`src/include/aiac_map.svh`:
```
// Purpose: offsets, field positions, reset values and timing counts of the acquisition control block
// Assumes: byte offsets on the host register port, 32-bit words
// Notes:   definitions only
`ifndef AIAC_MAP_SVH
`define AIAC_MAP_SVH
// register offsets
`define AIAC_OFF_BCR      8'h00
`define AIAC_OFF_MASK     8'h14
`define AIAC_OFF_BLEN     8'h1c
// board control word fields
`define AIAC_SRC_HI       2
`define AIAC_SRC_LO       0
`define AIAC_RNGA_HI      5
`define AIAC_RNGA_LO      4
`define AIAC_RNGB_HI      7
`define AIAC_RNGB_LO      6
`define AIAC_SWCLK        8
`define AIAC_BURST_EN     9
`define AIAC_BUSY         10
`define AIAC_SWTRIG       11
`define AIAC_BUF_EN       12
`define AIAC_BUF_CLR      13
`define AIAC_TRIG_MST     21
`define AIAC_CLK_MST      24
`define AIAC_OFFBIN       25
`define AIAC_RATEA_EN     26
`define AIAC_RATEB_EN     27
`define AIAC_INIT         31
// reset values and writable bits
`define AIAC_BCR_RST      32'h020000a0
`define AIAC_BCR_WMASK    32'h8f203ff7
`define AIAC_MASK_RST     16'hffff
`define AIAC_BLEN_RST     24'h000400
// input source codes
`define AIAC_SRC_DIFF     3'h0
`define AIAC_SRC_SE       3'h1
`define AIAC_SRC_ZERO     3'h2
`define AIAC_SRC_VREF     3'h3
`define AIAC_SRC_OUT0     3'h4
`define AIAC_SRC_OUT1     3'h5
// pin pulse timing
`define AIAC_CLK_NS       4
`define AIAC_PULSE_NS     40
`define AIAC_PULSE_CYC    ((`AIAC_PULSE_NS + `AIAC_CLK_NS - 1) / `AIAC_CLK_NS)
`define AIAC_NCH          16
`endif

```
`src/include/aiac_pkg.sv`:
```
// Purpose: types of the acquisition control block
// Assumes: aiac_map.svh for widths
// Notes:   one state struct per module
`include "aiac_map.svh"
package aiac_pkg;
  // channel walker states
  typedef enum logic [0:0] {AIAC_IDLE, AIAC_WALK} aiac_seq_e;
  typedef struct packed {
    logic [31:0] board_control_word;        // stored control word
    logic [15:0] mask;       // channel enables
    logic [23:0] blen;       // samples per channel per burst
    logic [23:0] cnt;        // samples taken in current burst
    logic        busy;       // burst in progress
    logic [31:0] rdata;      // read answer
    logic        rvalid;     // read answer valid
    logic        conv_strobe;
    logic [15:0] conv_mask;
    logic [31:0] ch_range;
    logic [2:0]  src_sel;
    logic        sys_connect;
    logic        out_trig_fire;
    logic        buf_clear;
  } aiac_top_s;
  typedef struct packed {
    logic       sync1;
    logic       sync2;
    logic       prev;
    logic [7:0] cnt;
    logic       pin_o;
    logic       pin_oe;
    logic       fall;
  } aiac_pin_s;
  typedef struct packed {
    aiac_seq_e   st;
    logic [15:0] left;
    logic        last_set;
    logic        first;
    logic        wr;
    logic [3:0]  chan;
    logic        tag_first;
    logic        tag_last;
  } aiac_seq_s;
endpackage

```
`src/include/aiac_if.sv`:
```
// Purpose: carrier between the control core and the channel walker
// Assumes: single clock
// Notes:   ctl starts a set, seq reports buffer writes
`timescale 1ns/1ns
interface aiac_if;
  logic        start;      // accepted sample clock, buffer enabled
  logic [15:0] mask;       // active channels of this set
  logic        last_set;   // this set closes a burst
  logic        wr;         // buffer write pulse
  logic [3:0]  chan;       // channel written
  logic        first;      // lowest active channel of set
  logic        last;       // last value of burst
  modport ctl (output start, mask, last_set, input wr, chan, first, last);
  modport seq (input start, mask, last_set, output wr, chan, first, last);
endinterface

```
`src/hdl/aiac_top.sv`:
```
// Purpose: analog input acquisition control: channel mask, sources, sample clock and burst trigger
// Assumes: rate ticks, output trigger request and buffer empty come from logic on core_clk
// Notes:   registers on a simple host port, read answer one cycle after the strobe
//
// Behaviour
// sample all active channels together
// sixteen enable bits, reset ones, upper zero
// disabled channels write nothing to buffer
// source field steers inputs, test disconnects system
// range A and B per channel group
// master takes clocks from generator or strobe
// software sample strobe always gives one clock; code takes no sample with it while burst enabled and not busy
// master drives clock pin low pulses
// target clocks on pin falling edges
// clock master bit resets low
// burst disabled means continuous sampling
// trigger starts burst, stops at count
// 24-bit burst length per channel
// zero length burst never ends alone
// last value of burst gets tag
// busy flag high exactly during burst
// triggers ignored unless armed
// trigger master uses generator or strobe
// software burst strobe always gives trigger
// trigger master pulses pin per trigger
// trigger target uses pin falling edges
// target edge fires enabled trigger paths
// source code encoding of six modes
// software strobes clear themselves
// clock master bit at position 24
// pin inputs synchronised before edge detect
`timescale 1ns/1ns
module aiac_top
  import aiac_pkg::*;
#(
  parameter int NCH = `AIAC_NCH
)(
  // clock and reset
  input  wire logic        core_clk,
  input  wire logic        rst,
  // host register port
  input  wire logic        reg_wr,
  input  wire logic        reg_rd,
  input  wire logic [7:0]  reg_addr,
  input  wire logic [31:0] reg_wdata,
  output logic      [31:0] reg_rdata,
  output logic             reg_rvalid,
  // rate generators, output side and buffer
  input  wire logic        rate_a_tick,
  input  wire logic        rate_b_tick,
  input  wire logic        out_trig_req,
  input  wire logic        out_trig_en,
  input  wire logic        buf_empty,
  // shared sample clock pin
  input  wire logic        smp_clk_i,
  output logic             smp_clk_o,
  output logic             smp_clk_oe,
  // shared trigger pin
  input  wire logic        trig_i,
  output logic             trig_o,
  output logic             trig_oe,
  // converters and input switching
  output logic             conv_strobe,
  output logic      [15:0] conv_mask,
  output logic      [2:0]  src_sel,
  output logic             sys_connect,
  output logic      [31:0] ch_range,
  output logic             offset_binary,
  // input buffer
  output logic             buf_wr,
  output logic      [3:0]  buf_chan,
  output logic             buf_first,
  output logic             buf_last,
  output logic             buf_clear,
  // other events
  output logic             out_trig_fire,
  output logic             burst_busy
);
  if (NCH != `AIAC_NCH) begin : g_chk
    $error("aiac_top: only sixteen channels are supported");
  end

  ////////////////////////////////////////////////////////////////////////////////
  // state and helpers
  aiac_top_s q, d;          // state and next state
  aiac_if    wk ();         // carrier to the channel walker
  logic      clk_fall;      // synchronised falling edge on clock pin
  logic      trig_fall;     // synchronised falling edge on trigger pin
  logic      smp_ev;        // sample clock from any source
  logic      in_trig;       // input burst trigger from any source
  logic      armed;         // burst armed, trigger may start one
  logic      smp_take;      // sample clock accepted
  logic      set_last;      // accepted sample closes the burst
  logic      clk_off;       // sample clock source disabled
  logic      trig_pin_fire; // pulse request for trigger pin
  logic [23:0] cnt_nx;      // burst count after this sample

  ////////////////////////////////////////////////////////////////////////////////
  // event decoding
  always_comb
  begin
    // software strobe or selected hardware source
    smp_ev = q.board_control_word[`AIAC_SWCLK]
           | (q.board_control_word[`AIAC_CLK_MST] ? (rate_a_tick & q.board_control_word[`AIAC_RATEA_EN])
                                   : clk_fall);
    in_trig = q.board_control_word[`AIAC_SWTRIG]
            | (q.board_control_word[`AIAC_TRIG_MST] ? (rate_b_tick & q.board_control_word[`AIAC_RATEB_EN])
                                     : trig_fall);
    armed         = q.board_control_word[`AIAC_BURST_EN] & !q.busy;
    smp_take      = smp_ev & (!q.board_control_word[`AIAC_BURST_EN] | q.busy);
    cnt_nx        = q.cnt + 24'h000001;
    set_last      = q.busy & (q.blen != 24'h000000) & (cnt_nx == q.blen);
    clk_off       = q.board_control_word[`AIAC_CLK_MST] & !q.board_control_word[`AIAC_RATEA_EN];
    trig_pin_fire = in_trig | out_trig_req;
  end

  ////////////////////////////////////////////////////////////////////////////////
  // next state
  always_comb
  begin
    d               = q;
    d.rvalid        = 1'b0;
    d.conv_strobe   = 1'b0;
    d.out_trig_fire = 1'b0;
    d.buf_clear     = 1'b0;
    // self clearing strobes last one cycle
    d.board_control_word[`AIAC_SWCLK]   = 1'b0;
    d.board_control_word[`AIAC_SWTRIG]  = 1'b0;
    d.board_control_word[`AIAC_BUF_CLR] = 1'b0;
    d.buf_clear          = q.board_control_word[`AIAC_BUF_CLR];
    // sample clock: all active channels at once
    if (smp_take)
    begin
      d.conv_strobe = 1'b1;
      d.conv_mask   = q.mask;
    end
    // burst control
    if (armed && in_trig)
    begin
      d.busy = 1'b1;
      d.cnt  = 24'h000000;
    end
    else if (q.busy)
    begin
      if (!q.board_control_word[`AIAC_BURST_EN])
      begin
        d.busy = 1'b0;
      end
      else if (smp_take)
      begin
        d.cnt = cnt_nx;
        if (set_last)
        begin
          d.busy = 1'b0;
        end
      end
      else if (q.blen == 24'h000000 && (clk_off || buf_empty))
      begin
        d.busy = 1'b0;
      end
    end
    // target trigger edge also feeds the output side when enabled
    d.out_trig_fire = !q.board_control_word[`AIAC_TRIG_MST] & trig_fall & out_trig_en;
    // input switching and ranges follow the control word
    d.src_sel     = q.board_control_word[`AIAC_SRC_HI:`AIAC_SRC_LO];
    d.sys_connect = (q.board_control_word[`AIAC_SRC_HI:`AIAC_SRC_LO] == `AIAC_SRC_DIFF)
                  | (q.board_control_word[`AIAC_SRC_HI:`AIAC_SRC_LO] == `AIAC_SRC_SE);
    for (int c = 0; c < `AIAC_NCH; c++)
    begin
      // channels with bit 1 of their number set use range B
      if (c[1])
      begin
        d.ch_range[2*c +: 2] = q.board_control_word[`AIAC_RNGB_HI:`AIAC_RNGB_LO];
      end
      else
      begin
        d.ch_range[2*c +: 2] = q.board_control_word[`AIAC_RNGA_HI:`AIAC_RNGA_LO];
      end
    end
    // register writes
    if (reg_wr)
    begin
      unique case (reg_addr)
        `AIAC_OFF_BCR:
        begin
          d.board_control_word = reg_wdata & `AIAC_BCR_WMASK;
        end
        `AIAC_OFF_MASK:
        begin
          d.mask = reg_wdata[15:0];
        end
        `AIAC_OFF_BLEN:
        begin
          d.blen = reg_wdata[23:0];
        end
        default:
        begin
          d.rvalid = 1'b0;                                                 // unmapped, ignored
        end
      endcase
    end
    // register reads answer next cycle
    if (reg_rd)
    begin
      d.rvalid = 1'b1;
      unique case (reg_addr)
        `AIAC_OFF_BCR:
        begin
          d.rdata              = q.board_control_word;
          d.rdata[`AIAC_BUSY]  = q.busy;
        end
        `AIAC_OFF_MASK:
        begin
          d.rdata = {16'h0000, q.mask};
        end
        `AIAC_OFF_BLEN:
        begin
          d.rdata = {8'h00, q.blen};
        end
        default:
        begin
          d.rdata = 32'h00000000;                                          // unmapped reads zero
        end
      endcase
    end
    // initialize restores every default
    if (q.board_control_word[`AIAC_INIT])
    begin
      d.board_control_word  = `AIAC_BCR_RST;
      d.mask = `AIAC_MASK_RST;
      d.blen = `AIAC_BLEN_RST;
      d.busy = 1'b0;
      d.cnt  = 24'h000000;
    end
  end

  ////////////////////////////////////////////////////////////////////////////////
  // registers
  always_ff @(posedge core_clk or posedge rst)
  begin
    if (rst)
    begin
      q <= '{board_control_word: `AIAC_BCR_RST, mask: `AIAC_MASK_RST, blen: `AIAC_BLEN_RST,
             cnt: 24'h000000, busy: 1'b0, rdata: 32'h00000000, rvalid: 1'b0,
             conv_strobe: 1'b0, conv_mask: 16'h0000, ch_range: 32'haaaaaaaa,
             src_sel: `AIAC_SRC_DIFF, sys_connect: 1'b1, out_trig_fire: 1'b0, buf_clear: 1'b0};
    end
    else
    begin
      q <= d;
    end
  end

  ////////////////////////////////////////////////////////////////////////////////
  // pins
  aiac_pin u_clk_pin (
    .core_clk (core_clk),
    .rst      (rst),
    .master   (q.board_control_word[`AIAC_CLK_MST]),
    .fire     (smp_ev),
    .pin_i    (smp_clk_i),
    .pin_o    (smp_clk_o),
    .pin_oe   (smp_clk_oe),
    .fall     (clk_fall)
  );
  aiac_pin u_trig_pin (
    .core_clk (core_clk),
    .rst      (rst),
    .master   (q.board_control_word[`AIAC_TRIG_MST]),
    .fire     (trig_pin_fire),
    .pin_i    (trig_i),
    .pin_o    (trig_o),
    .pin_oe   (trig_oe),
    .fall     (trig_fall)
  );

  ////////////////////////////////////////////////////////////////////////////////
  // channel walker: one buffer write per active channel
  assign wk.start    = smp_take & q.board_control_word[`AIAC_BUF_EN];
  assign wk.mask     = q.mask;
  assign wk.last_set = set_last;
  aiac_seq u_seq (
    .core_clk (core_clk),
    .rst      (rst),
    .bus      (wk)
  );

  ////////////////////////////////////////////////////////////////////////////////
  // outputs
  assign reg_rdata     = q.rdata;
  assign reg_rvalid    = q.rvalid;
  assign conv_strobe   = q.conv_strobe;
  assign conv_mask     = q.conv_mask;
  assign src_sel       = q.src_sel;
  assign sys_connect   = q.sys_connect;
  assign ch_range      = q.ch_range;
  assign offset_binary = q.board_control_word[`AIAC_OFFBIN];
  assign buf_wr        = wk.wr;
  assign buf_chan      = wk.chan;
  assign buf_first     = wk.first;
  assign buf_last      = wk.last;
  assign buf_clear     = q.buf_clear;
  assign out_trig_fire = q.out_trig_fire;
  assign burst_busy    = q.busy;
endmodule

```
`src/hdl/aiac_pin.sv`:
```
// Purpose: shared clock or trigger pin: synchroniser, falling edge, low pulse driver
// Assumes: pin_i is asynchronous to core_clk
// Notes:   edges are only looked for while the pin is an input
`timescale 1ns/1ns
module aiac_pin
  import aiac_pkg::*;
#(
  parameter int PULSE_CYC = `AIAC_PULSE_CYC
)(
  // clock and reset
  input  wire logic core_clk,
  input  wire logic rst,
  // control
  input  wire logic master,
  input  wire logic fire,
  // pin
  input  wire logic pin_i,
  output logic      pin_o,
  output logic      pin_oe,
  // event
  output logic      fall
);
  if (PULSE_CYC < 1 || PULSE_CYC > 255) begin : g_chk
    $error("aiac_pin: PULSE_CYC out of range");
  end
  aiac_pin_s q, d;   // state and next state
  // next state
  always_comb
  begin
    d        = q;
    d.sync1  = pin_i;
    d.sync2  = q.sync1;
    d.prev   = q.sync2;
    d.pin_oe = master;
    d.fall   = !master && q.prev && !q.sync2;
    if (!master)
    begin
      d.cnt = 8'h00;
    end
    else if (fire)
    begin
      d.cnt = 8'(PULSE_CYC);
    end
    else if (q.cnt != 8'h00)
    begin
      d.cnt = q.cnt - 8'h01;
    end
    d.pin_o = !(master && (fire || d.cnt > 8'h01));
  end
  // registers
  always_ff @(posedge core_clk or posedge rst)
  begin
    if (rst)
    begin
      q <= '{sync1: 1'b1, sync2: 1'b1, prev: 1'b1, cnt: 8'h00, pin_o: 1'b1, pin_oe: 1'b0, fall: 1'b0};
    end
    else
    begin
      q <= d;
    end
  end
  assign pin_o  = q.pin_o;
  assign pin_oe = q.pin_oe;
  assign fall   = q.fall;
endmodule

```
`src/hdl/aiac_seq.sv`:
```
// Purpose: walks the active channels of one sample set into buffer writes
// Assumes: sets arrive no faster than one per channel count plus one cycles
// Notes:   a start during a walk is dropped
`timescale 1ns/1ns
module aiac_seq
  import aiac_pkg::*;
(
  // clock and reset
  input  wire logic core_clk,
  input  wire logic rst,
  // carrier
  aiac_if.seq       bus
);
  aiac_seq_s q, d;   // state and next state
  // lowest set bit of a channel vector
  function automatic logic [3:0] low_bit(input logic [15:0] v);
    logic [3:0] r;
    r = 4'h0;
    for (int i = 15; i >= 0; i--)
    begin
      if (v[i])
      begin
        r = 4'(i);
      end
    end
    return r;
  endfunction
  // next state
  always_comb
  begin
    d    = q;
    d.wr = 1'b0;
    // tags are pulses that travel with their write, never left standing
    d.tag_first = 1'b0;
    d.tag_last  = 1'b0;
    unique case (q.st)
      AIAC_IDLE:
      begin
        if (bus.start && bus.mask != 16'h0000)
        begin
          d.st       = AIAC_WALK;
          d.left     = bus.mask;
          d.last_set = bus.last_set;
          d.first    = 1'b1;
        end
      end
      AIAC_WALK:
      begin
        d.wr        = 1'b1;
        d.chan      = low_bit(q.left);
        d.tag_first = q.first;
        d.left      = q.left & ~(16'h0001 << d.chan);
        d.tag_last  = q.last_set && d.left == 16'h0000;
        d.first     = 1'b0;
        if (d.left == 16'h0000)
        begin
          d.st = AIAC_IDLE;
        end
      end
    endcase
  end
  // registers
  always_ff @(posedge core_clk or posedge rst)
  begin
    if (rst)
    begin
      q <= '{st: AIAC_IDLE, left: 16'h0000, last_set: 1'b0, first: 1'b0, wr: 1'b0,
             chan: 4'h0, tag_first: 1'b0, tag_last: 1'b0};
    end
    else
    begin
      q <= d;
    end
  end
  assign bus.wr    = q.wr;
  assign bus.chan  = q.chan;
  assign bus.first = q.tag_first;
  assign bus.last  = q.tag_last;
endmodule

```
`config.mk`:
```
export PLATFORM = sky130hd
export DESIGN_NAME = aiac_top
export DESIGN_NICKNAME = d
export VERILOG_FILES = /design/src/include/aiac_pkg.sv /design/src/include/aiac_if.sv /design/src/hdl/aiac_top.sv /design/src/hdl/aiac_pin.sv /design/src/hdl/aiac_seq.sv
export VERILOG_INCLUDE_DIRS = /design/src /design/src/include
export SDC_FILE = /design/constraint.sdc
export NUM_CORES = 1
export LEC_CHECK = 0
export BUFFER_PORTS_ARGS = -buffer_cell sky130_fd_sc_hd__buf_4
export CORE_MARGIN = 1
export CORE_UTILIZATION = 43
export CTS_CLUSTER_DIAMETER = 30
export DETAILED_ROUTE_END_ITERATION = 10
export PLACE_DENSITY_LB_ADDON = 0.15
export SKIP_LAST_GASP = 1
export SYNTH_ARGS = -nofsm -noshare
export SYNTH_HDL_FRONTEND = slang
export SYNTH_SLANG_ARGS = --single-unit
```
`constraint.sdc`:
```
create_clock -name core_clk -period 19.55 [get_ports core_clk]
set_input_delay 2.9325 -clock core_clk [delete_from_list [all_inputs] [get_ports core_clk]]
set_output_delay 2.9325 -clock core_clk [all_outputs]
set_load 0.02 [all_outputs]
```
# ---- Yosys cells after proc, flatten, opt, wreduce, memory -nomap -nowiden
# Index checks and enable logic that the tools add are counted.
dict set report totals {
  ff_bits 239
  latch_bits 0
  mem_bits_rw 0
  romBits 0
  input_bits 51
  output_inout_bits 101
  wordCells 154
  memories 0
}
dict set report op_classes {
  addsub 3
  multipliers 0
  n_div 0
  order_cmp 2
  eq_ne 5
  shift 1
  n_mux 46
  n_bitwise 18
  n_reduce_logical 42
}
# cell n
set ops {}
lappend ops {{$mux 97} 1}
lappend ops {{$pmux 32 s3} 1}
lappend ops {{$mux 24} 3}
lappend ops {{$mux 72} 1}
lappend ops {{$mux 4} 17}
lappend ops {{$mux 25} 2}
lappend ops {{$mux 8} 6}
lappend ops {{$pmux 17 s2} 1}
lappend ops {{$mux 32} 1}
lappend ops {{$add 24x1->24 const B} 1}
lappend ops {{$eq 24x24->1} 1}
lappend ops {{$logic_not 24->1} 1}
lappend ops {{$reduce_bool 24->1} 1}
lappend ops {{$mux 19} 1}
lappend ops {{$mux 17} 1}
lappend ops {{$and 16x16->16} 1}
lappend ops {{$eq 8x5->1 const B} 2}
lappend ops {{$gt 8x1->1 const B} 2}
lappend ops {{$logic_not 16->1} 1}
lappend ops {{$mux 16} 1}
lappend ops {{$not 16->16} 1}
lappend ops {{$reduce_bool 16->1} 1}
lappend ops {{$reduce_bool 8->1} 2}
lappend ops {{$shl 1x4->16 const A} 1}
lappend ops {{other kinds (18)} 66}

# ---- Logic depth before layout (Yosys ltp)
dict set report depth {
  ltp_word 23
  mapped_depth 11
}

# ---- Cells and area by module
# Synthesis repeated with hierarchy kept, for this count alone.
dict set report unflattened {
  cells_unflattened 1057
  hier_area_um2 10302.4
}
# mod instances cells_per_inst area_per_inst_um2 seq_area_each_um2
set by_module_without_submodules {}
lappend by_module_without_submodules {aiac_top 1 758 7342.0 3557.2}
lappend by_module_without_submodules {aiac_seq 1 189 1669.1 650.6}
lappend by_module_without_submodules {aiac_pin 2 55 645.6 355.3}

# ---- Worst setup path before layout
# No wires, ideal clock.
dict set report synth_timing {
  path_type {input to register}
  from {input reg_addr[0]}
  to {register q (netlist bit wk.mask[4])}
  setup_time_ns 0.060
  arrival_time_ns 4.928
  setup_slack_ns 14.562
  cell_stages 8
  path_buffers 3
  cell_sequence {or4_1 nor2_1 and3_1 clkbuf_1 and3b_1 buf_1 clkbuf_1 a211o_1}
}
dict set report synth_between {
  elab_chain_cells 3
}
# item line_no
set synth_rtl {}
lappend synth_rtl {{start, declared} aiac_top.sv:44} ;# input wire logic [7:0] reg_addr,
lappend synth_rtl {{$eq 8x5->1} aiac_top.sv:183} ;# unique case (reg_addr)
lappend synth_rtl {{$reduce_bool 2->1 (no source line)} -}
lappend synth_rtl {{$reduce_and 2->1 (no source line)} -}
lappend synth_rtl {{end signal, assigned} aiac_top.sv:243} ;# q <= '{board_control_word: `AIAC_BCR_RST, mask: `AIAC_MASK_RST, blen: `AIAC_BLEN_RST,
lappend synth_rtl {{end, declared} aiac_top.sv:85} ;# aiac_top_s q, d;
# Every way passes these cells.
# A chain may end at the register's enable or synchronous reset.

# ---- Final worst setup path
dict set report layout_timing {
  from {input reg_addr[0]}
  to {register q (netlist bit wk.mask[0])}
}
# Same word-level chain as after synthesis.

==> impl_metrics.json <==
{
  "timing_hold_violations_final": 0,
  "powerDensity_nw_per_um2": 88.2,
  "clock-sinks": 195,
  "ctsResizeCount": 0,
  "setup_viol": 0,
  "synth_async_sr_flop_share_pct": 100,
  "final_cell_count_no_fill": 1390,
  "clkTransAtPathRegs_ps": 70,
  "worst_hold_path_type": "reg -> reg",
  "initial_core_util_pct": 44.3,
  "netlist_area_um2": 10100,
  "synth_most_common_cell": "dfrtp_1",
  "path_buf_inv": 1,
  "ys_top_cells_by_area": "dfrtp_1, dfstp_2, buf_4, mux2_2, a22o_1",
  "endpoint_kind": "register",
  "globalplace.congestion": 0.876,
  "start_kind": "input port",
  "die_h_um": 155,
  "crit_path_start": "reg_addr[0]",
  "synth_top_area_cell": "dfrtp_1",
  "ys.flop_type": "dfrtp_1",
  "multi_input_area_um2": 4220,
  "total_power_mw": 1.01,
  "die_area_um2": 24200,
  "via_per_inst": 5.49,
  "synth_top_area_share_pct": 40.6,
  "wl_per_cell_um": 19.0,
  "fin_crit_sh_pct": 28.3,
  "synth_common_cells": "dfrtp_1, buf_4, nand2_1, nor2_1, o21ai_0",
  "placed_cell_area_um2": 10900,
  "grt_usage_pct": 22.3,
  "ys_types": 67,
  "drive_gt1_share_pct": 25.3,
  "rows": 55,
  "drc": 0,
  "worstMarginPinSlew_ps": 1180,
  "fmax_mhz": 181,
  "drv_slew": 0,
  "syn2layout_area_growth_pct": 13.5,
  "grt_max_degree": 118,
  "grt_remaining_overflow": 0,
  "status": "complete, no violations",
  "grt_pass1_vias": 7142,
  "clock_path_buffers": 2,
  "worstPathMaxFanout": 32,
  "leakagePower_nw": 5.42,
  "fin_nets": 1120,
  "antenna_found_initial": 0,
  "worstPathCellList": "buf_4 > or4_1 > nor2_1 > and3_1 > and3b_1 > nor2b_1 > a211o_1",
  "n_antenna_cell": 0,
  "holdBufCountCts": 0,
  "cpLargestDelayFamily": "simple AND/OR/NAND/NOR gates",
  "wl_mm": 26.4,
  "seqCellArea_um2": 4920,
  "io_buffer_count": 148,
  "finalSetupTns_ps": 0,
  "crit_required_ps": 19910,
  "ios": 152,
  "ys_seq_area_share_pct": 48.6,
  "pre_cts_ws_ps": 13610,
  "hpwlAfterDp_mm": 18.1,
  "hold_start": "u_clk_pin.d[12]",
  "fin_util_pct": 50.3,
  "nFillCells": 2137,
  "cts_tree": "built",
  "holdWs_ps": 359,
  "yosys_warnings": 0,
  "coreArea_um2": 22800,
  "cts_made_buffers": 17,
  "ys_ff_latch": 195,
  "period_minus_slack_ps": 5540,
  "ir_worst_vdd_uv": 49.1,
  "slew_headroom_pct": 21.3,
  "fin_ws_ps": 14010,
  "ant_nets": 0,
  "drv_cap": 0,
  "drt_first_pass_iters": 5,
  "syn-num-nets": 1083,
  "synth_edf_count": 0,
  "fin_area_um2": 11500,
  "cpPeakStageDelay_ps": 1050,
  "synth_cells": 1027,
  "vias": 7627,
  "clk_latency_ps": 440,
  "avgSynthCellArea_um2": 9.85,
  "chipWidth_um": 155,
  "cts_setup_buffers": 0,
  "reg2reg_from": "q[91]",
  "worst_path_max_delay_cell": "and3b_1",
  "grt_pass1_wl_mm": 41.3,
  "rsz0062_at_grt": "false",
  "skew_ps": 11.9,
  "htree_num_levels": 4,
  "dp_cells": 1358,
  "arrival_ps": 5900,
  "path_class": "in -> reg",
  "clk_root_buffer_cell": "clkbuf_16",
  "drtIter0Drc": 561
}
[power by group]
| part | internal [mW] | total, mW | switching (mW) |
|---|---|---|---|
| clock | 0.207 | 0.374 | 0.167 |
| combinational | 0.0757 | 0.176 | 0.100 |
| sequential | 0.432 | 0.463 | 0.0310 |
| total | 0.714 | 1.01 | 0.298 |
[final timing paths]
kind	end	slack, ps	cells past startpoint
min	u_clk_pin.d[11]	360	0
min reg2reg	u_clk_pin.d[11]	360	0
max	wk.mask[0]	14010	7
max in group asynchronous	q[89]	15300	3
min in group asynchronous	ch_range[26]	2640	2
max reg2reg	u_seq.q[8]	16340	8
[cell type report]
cell class / count / area share, %
clock buffers: 18 / 3.74
clock inverters: 14 / 1.67
inverters: 40 / 1.37
multi-input cells: 654 / 36.8
flip-flops and latches: 195 / 42.8
well taps: 313 / 3.41
repair buffers: 156 / 10.2
[sequential cells by signal (all words and copies together), names as in the netlist, 2 cells and up]
| signal | cells |
|---|---|
| q | 57 |
| u_seq.q | 19 |
| src_sel | 3 |
| wk.mask | 16 |
| conv_mask | 16 |
| u_clk_pin.q | 9 |
| u_seq.bus.chan | 4 |
| u_trig_pin.d | 2 |
| u_trig_pin.q | 9 |
| u_clk_pin.d | 2 |
| ch_range | 4 |
| reg_rdata | 30 |
| d | 8 |
[layout by cell type, fill, tap and decap left out, drive strengths merged, types with 31 or more instances in the layout]
cell type | Yosys | final
a21oi | 47 | 47
a22o | 37 | 37
buf | 95 | 156
dfrtp | 164 | 164
dfstp | 31 | 31
inv | 40 | 48
mux2 | 38 | 38
nand2 | 81 | 81
nand3 | 33 | 33
nor2 | 73 | 73
o21ai | 68 | 68
xnor2 | 32 | 32
[logic make-up (layout without fill, tap and decap cells)]
group | Yosys count | in the layout | synth area share, %
AOI/OAI and AO/OA | 237 | 237 | 15.8
xor gates and xnor gates | 48 | 48 | 4.15
adders and majority gates | 5 | 5 | 0.618
buffers and inverters | 178 | 228 | 9.90
DFF | 195 | 195 | 48.6
muxes | 42 | 42 | 4.62
and+or+nand+nor | 322 | 322 | 16.3
[routing by layer]
metal  vias up  track usage (%)  wire, um
li1       3618                -         -
met1      3765             32.9     12700
met2       224             33.4     11800
met3        20             4.96      1600
met4         0             5.04       291
met5         -                0         0
No activity file was read; power rests on OpenSTA's default activity.
